File: config.mk
export PLATFORM = sky130hd
export DESIGN_NAME = wcm_window_comparator
export DESIGN_NICKNAME = d
export VERILOG_FILES = /design/src/rtl/wcm_pkg.sv /design/src/rtl/wcm_window_comparator.sv
export SDC_FILE = /design/constraint.sdc
export NUM_CORES = 1
export LEC_CHECK = 0
export BUFFER_PORTS_ARGS = -buffer_cell sky130_fd_sc_hd__buf_2
export CAP_MARGIN = 40
export CORE_UTILIZATION = 56
export CTS_BUF_LIST = sky130_fd_sc_hd__clkbuf_16
export DETAILED_ROUTE_END_ITERATION = 7
export GPL_ROUTABILITY_DRIVEN = 0
export PLACE_DENSITY_LB_ADDON = 0.12
export SETUP_SLACK_MARGIN = 0.05
export SYNTH_ARGS = -nofsm -noshare
export SYNTH_HDL_FRONTEND = slang
export SYNTH_SLANG_ARGS = --single-unit
File: constraint.sdc
create_clock -name ref_clk -period 3.6 [get_ports ref_clk]
set_clock_uncertainty 0.1 [all_clocks]
set_input_delay 0.18 -clock ref_clk [delete_from_list [all_inputs] [get_ports ref_clk]]
set_output_delay 0.18 -clock ref_clk [all_outputs]
set_load 0.01 [all_outputs]
File: src/rtl/wcm_pkg.sv
// Package with the register map, field layout and reset values of the window comparator.
// Behaviour
// Each top-byte limit, high and low, is compared with result bits 11:4.
// High-limit low nibble sits in band register bits 7:4, resets to all ones.
// Low-limit low nibble sits in count register bits 7:4, resets to zero.
// One 4-bit band value in bits 3:0 serves both limits of a channel.
// Band value is shifted left three places, forming a 7-bit offset on the limit.
// Event flag sets only after n+1 consecutive exceeding samples, n from bits 3:0.
// Exceeding means above high or below low, with the band applied before return.
package wcm_pkg;
   localparam int ADDR_W = 8;
   localparam int DATA_W = 8;
   localparam int RES_W = 12;
   localparam int CH_W = 3;
   localparam int NUM_CH = 2;
   localparam logic [CH_W-1:0] FIRST_CH = 3'h6;
   localparam logic [ADDR_W-1:0] CH6_UPPER_NIBBLE_AND_BAND = 8'h38;
   localparam logic [ADDR_W-1:0] CH6_UPPER_LIMIT_MSB = 8'h39;
   localparam logic [ADDR_W-1:0] CH6_LOWER_NIBBLE_AND_COUNT = 8'h3A;
   localparam logic [ADDR_W-1:0] CH6_LOWER_LIMIT_MSB = 8'h3B;
   localparam logic [ADDR_W-1:0] CH7_UPPER_NIBBLE_AND_BAND = 8'h3C;
   localparam logic [ADDR_W-1:0] CH7_UPPER_LIMIT_MSB = 8'h3D;
   localparam logic [ADDR_W-1:0] CH7_LOWER_NIBBLE_AND_COUNT = 8'h3E;
   localparam logic [ADDR_W-1:0] CH7_LOWER_LIMIT_MSB = 8'h3F;
   localparam logic [ADDR_W-1:0] CH_STRIDE = 8'h04;
   localparam logic [DATA_W-1:0] BAND_RESET = 8'hF0;
   localparam logic [DATA_W-1:0] UPPER_MSB_RESET = 8'hFF;
   localparam logic [DATA_W-1:0] COUNT_RESET = 8'h00;
   localparam logic [DATA_W-1:0] LOWER_MSB_RESET = 8'h00;
   localparam int NIB_HI = 7;
   localparam int NIB_LO = 4;
   localparam int FIELD_HI = 3;
   localparam int BAND_SHIFT = 3;
   localparam logic [1:0] SEL_BAND = 2'h0;
   localparam logic [1:0] SEL_UPPER = 2'h1;
   localparam logic [1:0] SEL_COUNT = 2'h2;
   localparam logic [1:0] SEL_LOWER = 2'h3;
endpackage

File: src/rtl/wcm_window_comparator.sv
// Digital window comparator for analog channels 6 and 7 with its byte registers.
module wcm_window_comparator (
   input wire logic ref_clk,
   input wire logic rst_n,
   input wire logic regWrEn,
   input wire logic regRdEn,
   input wire logic [wcm_pkg::ADDR_W-1:0] regAddr,
   input wire logic [wcm_pkg::DATA_W-1:0] regWrData,
   output logic [wcm_pkg::DATA_W-1:0] regRdData,
   input wire logic sampleValid,
   input wire logic [wcm_pkg::CH_W-1:0] sampleChannel,
   input wire logic [wcm_pkg::RES_W-1:0] sampleResult,
   input wire logic [wcm_pkg::NUM_CH-1:0] eventClear,
   output logic [wcm_pkg::NUM_CH-1:0] eventFlag
);
   logic [wcm_pkg::DATA_W-1:0] bandReg_q [wcm_pkg::NUM_CH];
   logic [wcm_pkg::DATA_W-1:0] upperMsb_q [wcm_pkg::NUM_CH];
   logic [wcm_pkg::DATA_W-1:0] countReg_q [wcm_pkg::NUM_CH];
   logic [wcm_pkg::DATA_W-1:0] lowerMsb_q [wcm_pkg::NUM_CH];
   logic [wcm_pkg::NUM_CH-1:0] highActive_q;
   logic [wcm_pkg::NUM_CH-1:0] lowActive_q;
   logic [4:0] runCount_q [wcm_pkg::NUM_CH];
   logic [wcm_pkg::NUM_CH-1:0] eventFlag_q;
   logic [wcm_pkg::DATA_W-1:0] regRdData_q;
   logic [wcm_pkg::NUM_CH-1:0] chHit;
   logic [wcm_pkg::NUM_CH-1:0] overHigh;
   logic [wcm_pkg::NUM_CH-1:0] underLow;
   logic [wcm_pkg::NUM_CH-1:0] exceed;
   logic [wcm_pkg::RES_W-1:0] upperLimit [wcm_pkg::NUM_CH];
   logic [wcm_pkg::RES_W-1:0] lowerLimit [wcm_pkg::NUM_CH];
   logic [wcm_pkg::RES_W-1:0] bandOffset [wcm_pkg::NUM_CH];
   logic [wcm_pkg::RES_W-1:0] upperReturn [wcm_pkg::NUM_CH];
   logic [wcm_pkg::RES_W-1:0] lowerReturn [wcm_pkg::NUM_CH];

   // Decodes a byte address into channel index, register select and a hit flag.
   function automatic logic [3:0] decodeAddr(input logic [wcm_pkg::ADDR_W-1:0] addr);
      logic [wcm_pkg::ADDR_W-1:0] rel;
      logic hit;
      rel = addr - wcm_pkg::CH6_UPPER_NIBBLE_AND_BAND;
      hit = (addr >= wcm_pkg::CH6_UPPER_NIBBLE_AND_BAND) &&
            (addr <= wcm_pkg::CH7_LOWER_LIMIT_MSB);
      decodeAddr = {hit, rel[2], rel[1:0]};
   endfunction

   logic [3:0] wrDec;
   logic [3:0] rdDec;
   assign wrDec = decodeAddr(regAddr);
   assign rdDec = decodeAddr(regAddr);

   always_comb begin
      for (int i = 0; i < wcm_pkg::NUM_CH; i++) begin
         chHit[i] = sampleValid &&
                    (sampleChannel == wcm_pkg::FIRST_CH + wcm_pkg::CH_W'(i));
         // Full 12-bit limits: top byte against bits 11:4, nibble against bits 3:0.
         upperLimit[i] = {upperMsb_q[i],
                          bandReg_q[i][wcm_pkg::NIB_HI:wcm_pkg::NIB_LO]};
         lowerLimit[i] = {lowerMsb_q[i],
                          countReg_q[i][wcm_pkg::NIB_HI:wcm_pkg::NIB_LO]};
         bandOffset[i] = {5'h00, bandReg_q[i][wcm_pkg::FIELD_HI:0], 3'h0};
         // Saturate so a wide band never wraps the return level past the range ends.
         upperReturn[i] = (upperLimit[i] >= bandOffset[i]) ?
                          upperLimit[i] - bandOffset[i] : 12'h000;
         lowerReturn[i] = ({1'b0, lowerLimit[i]} + {1'b0, bandOffset[i]} > 13'h0FFF) ?
                          12'hFFF : lowerLimit[i] + bandOffset[i];
         overHigh[i] = highActive_q[i] ? (sampleResult > upperReturn[i]) :
                       (sampleResult > upperLimit[i]);
         underLow[i] = lowActive_q[i] ? (sampleResult < lowerReturn[i]) :
                       (sampleResult < lowerLimit[i]);
         exceed[i] = overHigh[i] || underLow[i];
      end
   end

   always_ff @(posedge ref_clk) begin
      if (!rst_n) begin
         for (int i = 0; i < wcm_pkg::NUM_CH; i++) begin
            bandReg_q[i] <= wcm_pkg::BAND_RESET;
            upperMsb_q[i] <= wcm_pkg::UPPER_MSB_RESET;
            countReg_q[i] <= wcm_pkg::COUNT_RESET;
            lowerMsb_q[i] <= wcm_pkg::LOWER_MSB_RESET;
         end
      end else if (regWrEn && wrDec[3]) begin
         unique case (wrDec[1:0])
            wcm_pkg::SEL_BAND: bandReg_q[wrDec[2]] <= regWrData;
            wcm_pkg::SEL_UPPER: upperMsb_q[wrDec[2]] <= regWrData;
            wcm_pkg::SEL_COUNT: countReg_q[wrDec[2]] <= regWrData;
            wcm_pkg::SEL_LOWER: lowerMsb_q[wrDec[2]] <= regWrData;
         endcase
      end
   end

   // Reads return one cycle later; unmapped addresses read as zero.
   always_ff @(posedge ref_clk) begin
      if (!rst_n) begin
         regRdData_q <= 8'h00;
      end else if (regRdEn) begin
         if (!rdDec[3]) begin
            regRdData_q <= 8'h00;
         end else begin
            unique case (rdDec[1:0])
               wcm_pkg::SEL_BAND: regRdData_q <= bandReg_q[rdDec[2]];
               wcm_pkg::SEL_UPPER: regRdData_q <= upperMsb_q[rdDec[2]];
               wcm_pkg::SEL_COUNT: regRdData_q <= countReg_q[rdDec[2]];
               wcm_pkg::SEL_LOWER: regRdData_q <= lowerMsb_q[rdDec[2]];
            endcase
         end
      end
   end

   // Band state: once a limit is crossed, the return level is moved by the offset.
   always_ff @(posedge ref_clk) begin
      if (!rst_n) begin
         highActive_q <= '0;
         lowActive_q <= '0;
      end else begin
         for (int i = 0; i < wcm_pkg::NUM_CH; i++) begin
            if (chHit[i]) begin
               highActive_q[i] <= overHigh[i];
               lowActive_q[i] <= underLow[i];
            end
         end
      end
   end

   // The run counter saturates at 16 so a long excursion cannot wrap and re-arm.
   always_ff @(posedge ref_clk) begin
      if (!rst_n) begin
         for (int i = 0; i < wcm_pkg::NUM_CH; i++) begin
            runCount_q[i] <= 5'h00;
         end
      end else begin
         for (int i = 0; i < wcm_pkg::NUM_CH; i++) begin
            if (chHit[i]) begin
               if (!exceed[i]) begin
                  runCount_q[i] <= 5'h00;
               end else if (runCount_q[i] != 5'h10) begin
                  runCount_q[i] <= runCount_q[i] + 5'h01;
               end
            end
         end
      end
   end

   // A new event in the same cycle as a clear keeps the flag set.
   always_ff @(posedge ref_clk) begin
      if (!rst_n) begin
         eventFlag_q <= '0;
      end else begin
         for (int i = 0; i < wcm_pkg::NUM_CH; i++) begin
            if (chHit[i] && exceed[i] &&
                runCount_q[i] == {1'b0, countReg_q[i][wcm_pkg::FIELD_HI:0]}) begin
               eventFlag_q[i] <= 1'b1;
            end else if (eventClear[i]) begin
               eventFlag_q[i] <= 1'b0;
            end
         end
      end
   end

   assign regRdData = regRdData_q;
   assign eventFlag = eventFlag_q;
endmodule

== Word level (Yosys, flattened, before mapping) ==
Memory sizes are Yosys's and may differ from the RTL's.
Index checks and enable logic that the tools add are counted.

* Memories: 5
* Output and inout bits: 10
* Register bits after elaboration: 14
* Input port bits: 38
* Memory bits (writable): 74

{| class="wikitable"
|+ Memory list
! memory !! depth !! width !! rd ports !! clocked after Yosys merged registers in !! wr ports !! RTL line !! text
|-
| bandReg_q || 2 || 8 || 3 || 0 || 2 || wcm_window_comparator.sv:16 || <nowiki>logic [wcm_pkg::DATA_W-1:0] bandReg_q [wcm_pkg::NUM_CH];</nowiki>
|-
| countReg_q || 2 || 8 || 3 || 0 || 2 || wcm_window_comparator.sv:18 || <nowiki>logic [wcm_pkg::DATA_W-1:0] countReg_q [wcm_pkg::NUM_CH];</nowiki>
|-
| lowerMsb_q || 2 || 8 || 3 || 0 || 2 || wcm_window_comparator.sv:19 || <nowiki>logic [wcm_pkg::DATA_W-1:0] lowerMsb_q [wcm_pkg::NUM_CH];</nowiki>
|-
| upperMsb_q || 2 || 8 || 3 || 0 || 2 || wcm_window_comparator.sv:17 || <nowiki>logic [wcm_pkg::DATA_W-1:0] upperMsb_q [wcm_pkg::NUM_CH];</nowiki>
|-
| runCount_q || 2 || 5 || 2 || 0 || 2 || wcm_window_comparator.sv:22 || <nowiki>logic [4:0] runCount_q [wcm_pkg::NUM_CH];</nowiki>
|}

* Bitwise gates (word level): 4
* Order comparisons: 14
* Equal/unequal tests: 9
* Reduce and logical (&&, ||, !) cells: 17
* Mux-type cells: 65
* Add/sub/neg operators: 9

{| class="wikitable"
|+ Operators by type and width
! operator !! count
|-
| $mux W1 || 51
|-
| $gt A12 B12 Y1 || 4
|-
| $lt A12 B12 Y1 || 4
|-
| $mux W12 || 4
|-
| $mux W8 || 5
|-
| $pmux W8 S4 || 1
|-
| $reduce_or A8 Y1 || 4
|-
| $add A12 B7 Y13 || 2
|-
| $gt A13 B12 Y1 const B || 2
|-
| $add A12 B7 Y12 || 2
|-
| $ge A12 B7 Y1 || 2
|-
| $sub A12 B7 Y12 || 2
|-
| $mux W5 || 4
|-
| $add A5 B1 Y5 const B || 2
|-
| $eq A5 B4 Y1 || 2
|-
| $ne A5 B5 Y1 const B || 2
|-
| $ge A8 B6 Y1 const B || 1
|-
| $le A8 B6 Y1 const B || 1
|-
| $logic_and A1 B1 Y1 || 8
|-
| $eq A3 B3 Y1 const B || 2
|-
| $eq A2 B2 Y1 const B || 2
|-
| $or A1 B1 Y1 || 4
|-
| $reduce_bool A2 Y1 || 2
|-
| $sub A3 B1 Y3 const B || 1
|-
| other kinds (3) || 4
|}

== Logic depth before layout (Yosys ltp) ==
An unclocked memory read counts as a cell.

* Depth after elaboration: 13
* Depth in mapped cells: 17
* Mapped depth without buffers: 16

== Worst setup path before layout ==
Ideal clock, no wire load.

* Kind: reg2reg
* From: memory bandReg_q[0][0] (netlist bit)
* To: memory runCount_q[0][0] (enable)
* Arrival time: 3.374 ns
* Required time: 3.124 ns
* Cell stages (with the launch flop): 15
* Setup time: 0.376 ns
* Clock period less this slack: 3.850 ns
* Setup slack: -0.250 ns
* Path through: edfxtp_1 -> ha_1 -> fa_1 -> a21o_1 -> a21oi_1 -> nor2_1 -> a21oi_1 -> nor3_1 -> ha_1 -> nand4_1 -> nor4b_1 -> o31ai_1 -> o2bb2ai_1 -> o31a_1 -> o31ai_1

{| class="wikitable"
|+ RTL lines
! item !! RTL line
|-
| start, declared || wcm_window_comparator.sv:16
|-
| end, declared || wcm_window_comparator.sv:22
|}

==> impl_metrics.yaml <==
run_status:
  status: "complete, but fails checks"
  violations: "setup timing"
clocking:
  cts_tree: "built"
  path_clk_slew_ns: 0.07
  cts_buffers: 9
  clkLatencyLatePin_ns: 0.35
  cts.path.max_buffers: 2
  cts_max_level: 3
  cts-root-buf: "clkbuf_16"
  numClockSinks: 88
placed_design:
  dp_hpwl_um: 17420
  pre_cts_slack_ns: -0.4363
  dp.cells: 1029
  dpl_cell_area_um2: 8315
  port_buffers: 47
synth:
  muxShareOfSynthArea_pct: 5.649
  syn_nets: 918
  synthArstFlopShare_pct: 0
  synth_top_area_cell: "edfxtp_1"
  ys_seq_area_share_pct: 33.73
  avgSynthCellArea_um2: 9.712
  yosys.area_share.simple_pct: 19.81
  synthAdderAreaFrac_pct: 19.97
  synth_top_area_share_pct: 29.95
  synth_compound_area_share_pct: 12.06
  synth-main-ff-cell: "edfxtp_1"
  yosysWarnings: 0
  synth_xor_area_share_pct: 4.132
  ys_types: 61
  synth_area_leaders: "edfxtp_1 (30%), ha_1 (19%), mux4_2 (3.9%)"
  synth_edf_count: 74
  netlist_area_um2: 7420
  synth_top_family_by_area: "adder cells"
  synth_seq_cells: 88
  syn_inst: 764
timing:
  rsz0062_at_grt: "yes"
  fin_ws_ns: -0.1063
  slew_headroom_pct: 49.27
  fin_crit_sh_pct: 103.0
  max_freq_mhz: 269.8
  finalSetupViolCount: 12
  drv_slew: 0
  finalHoldViolations: 0
  period_minus_slack_ns: 3.706
  tightest_slew_ns: 0.7558
setup_path:
  cp_max_fo: 5
  r2r_end: "runCount_q[1][0]"
  startpoint_type: "flop"
  slowest_delay_ns: 0.54
  critical-path-slowest-cell: "or4_4"
  crit_buf_inv: 2
  r2r_setup_slack_ns: -0.11
  criticalPathCategory: "flop to flop"
  r2r-start: "bandReg_q[1][1]"
  required_ns: 3.60
  crit_chain: "buf_4 -> fa_2 -> a21o_1 -> a21oi_2 -> nor3_2 -> and3_1 -> nand3_1 -> o21ai_1 -> ha_1 -> nand4_1 -> nor4_1 -> o31a_1 -> or4_4 -> nand3_2 -> o211ai_1 -> buf_4"
  worstPathArrival_ns: 3.71
  crit_family: "simple AND/OR/NAND/NOR gates"
  cp-end-kind: "flop"
  crit_path_frequent_cell: "buf_4"
  rr_worst_depth: 16
global_routing:
  grt_antenna_before_repair: 0
  grt_max_degree: 28
  grt_pass1_vias: 6525
  gr-usage-all-layers_pct: 34.72
  grt_pass1_wl_um: 34440
  grt-ovfl-total: 0
floorplan:
  die_w_um: 117.1
  pin_count: 48
  num_rows: 41
  coreArea_um2: 12770
  start_util_pct: 58.09
  die_y_um: 117.1
  die_area_um2: 13710
layout:
  fin_cells: 1074
  antenna_cells: 0
  fin_util_pct: 71.09
  final_area_um2: 9081
  drive_above_1_share_pct: 26.83
  layout_common_cells: "ha_1 (105), buf_4 (88), edfxtp_1 (74)"
  final_common_cell: "ha_1"
  area_growth_pct: 22.39
  nets: 1051
route:
  wire_per_inst_um: 21.38
  vias: 6683
  ant_nets: 0
  drt_pass1_iterations: 5
  via_per_inst: 6.223
  dr.first_iter.drc_count: 655
  wl_um: 22960
  route.detailed.drc: 0
min_path:
  min_to: "bandReg_q[0][6]"
  min-delay-start: "regWrData[6]"
  holdPathStages: 2
  min_path_type: "primary input to flop"
flow_run:
  cap_viol_max_count: 0
power:
  peakVddDrop_mv: 0.2924
  p_leak_nw: 4.046
  power.density_nw_per_um2: 329.1
-- cell type report --
class	instances	area (um^2)
flip-flops and latches	88	2502
fillers	957	3692
multi-input cells	586	4855
inverters	73	274.0
well taps	172	215.2
repair buffers	139	938.4
clock buffers	9	225.2
clock inverters	7	71.32
-- cells in the mapped netlist (8+ instances only) --
cell type and instances:
ha_1 112, edfxtp_1 74, inv_1 71, nor2_1 49, nand2_1 45, a21oi_1 37
and2_1 32, and3_1 26, o21ai_0 25, nand3_1 22, xnor2_1 22, nand4_1 21
or2_2 20, nand2b_1 18, a21o_1 14, clkbuf_1 14, dfxtp_1 14, mux4_2 13
xor2_1 13, nor3_1 12, mux2i_1 10, nor2b_1 10, o22ai_1 10, a211oi_1 8
-- flip-flops by register name (all words and copies together) (netlist names) --
| name | cells |
|---|---|
| regRdData | 8 |
| lowActive_q | 2 |
| bandReg_q | 16 |
| highActive_q | 2 |
| eventFlag | 2 |
| upperMsb_q | 16 |
| countReg_q | 16 |
| runCount_q | 10 |
| lowerMsb_q | 16 |
-- through the flow --
step / hold WS [ns] / setup TNS, ns / power [mW]
after detailed placement: 0.2877 / -5.817 / 1.968
after CTS: 0.1539 / -0.5192 / 2.957
after global routing: 0.1626 / -3.433 / 3.103
after global placement: 0.2810 / -3.425 / 1.927
final: 0.1625 / -1.033 / 2.989
after floorplan: 0.1937 / 0 / 1.663
-- worst max-delay path by stage --
| stage | from | endpoint | cells past startpoint |
|---|---|---|---|
| after floorplan | bandReg_q[0][0] | runCount_q[0][0] | 14 |
| after global placement | upperMsb_q[0][2] | runCount_q[0][0] | 13 |
| after detailed placement | bandReg_q[0][1] | runCount_q[0][1] | 14 |
| after CTS | countReg_q[0][7] | runCount_q[0][1] | 14 |
| after global routing | countReg_q[0][7] | runCount_q[0][2] | 14 |
| final | bandReg_q[1][1] | runCount_q[1][0] | 16 |
-- worst reg2reg max path: cells and delay by family, from the launching register on --
kind / cells / cell delay (ns)
fa+ha+maj: 2 / 0.66
simple gates: 7 / 1.19
buf+inv: 2 / 0.38
compound gates: 5 / 0.67
flops: 1 / 0.47
-- cell families after synthesis --
| logic type | after synthesis |
|---|---|
| and+or+nand+nor | 275 |
| AOI/OAI and AO/OA | 136 |
| adders and majority gates | 116 |
| buffers and inverters | 90 |
| DFF | 88 |
| xor gates and xnor gates | 35 |
| muxes | 24 |
-- repair_timing --
action | in CTS | in global routing
gates resized for setup | 51 | 10
setup endpoints to repair | 23 | 23
hold buffers | 2 | 0
endpoints found under the hold margin | 2 | 0
setup buffers | 21 | 6
pin swaps | 30 | 5
-- report_power, final --
part | switching [mW] | total [mW] | leakage (nW) | internal (mW)
clock network | 0.405 | 0.943 | 0.139 | 0.538
logic | 0.451 | 0.835 | 3.07 | 0.384
registers | 0.0620 | 1.21 | 0.839 | 1.15
total | 0.918 | 2.99 | 4.05 | 2.07
-- layer usage --
| metal | vias to the layer above | GRT usage, % | routed length (um) |
|---|---|---|---|
| met5 | - | 0 | 0 |
| met3 | 60 | 7.930 | 2593 |
| met1 | 3180 | 45.92 | 9293 |
| li1 | 3074 | - | - |
| met2 | 369 | 55.54 | 10410 |
| met4 | 0 | 13.50 | 667 |
(Power assumes the default switching activity.)
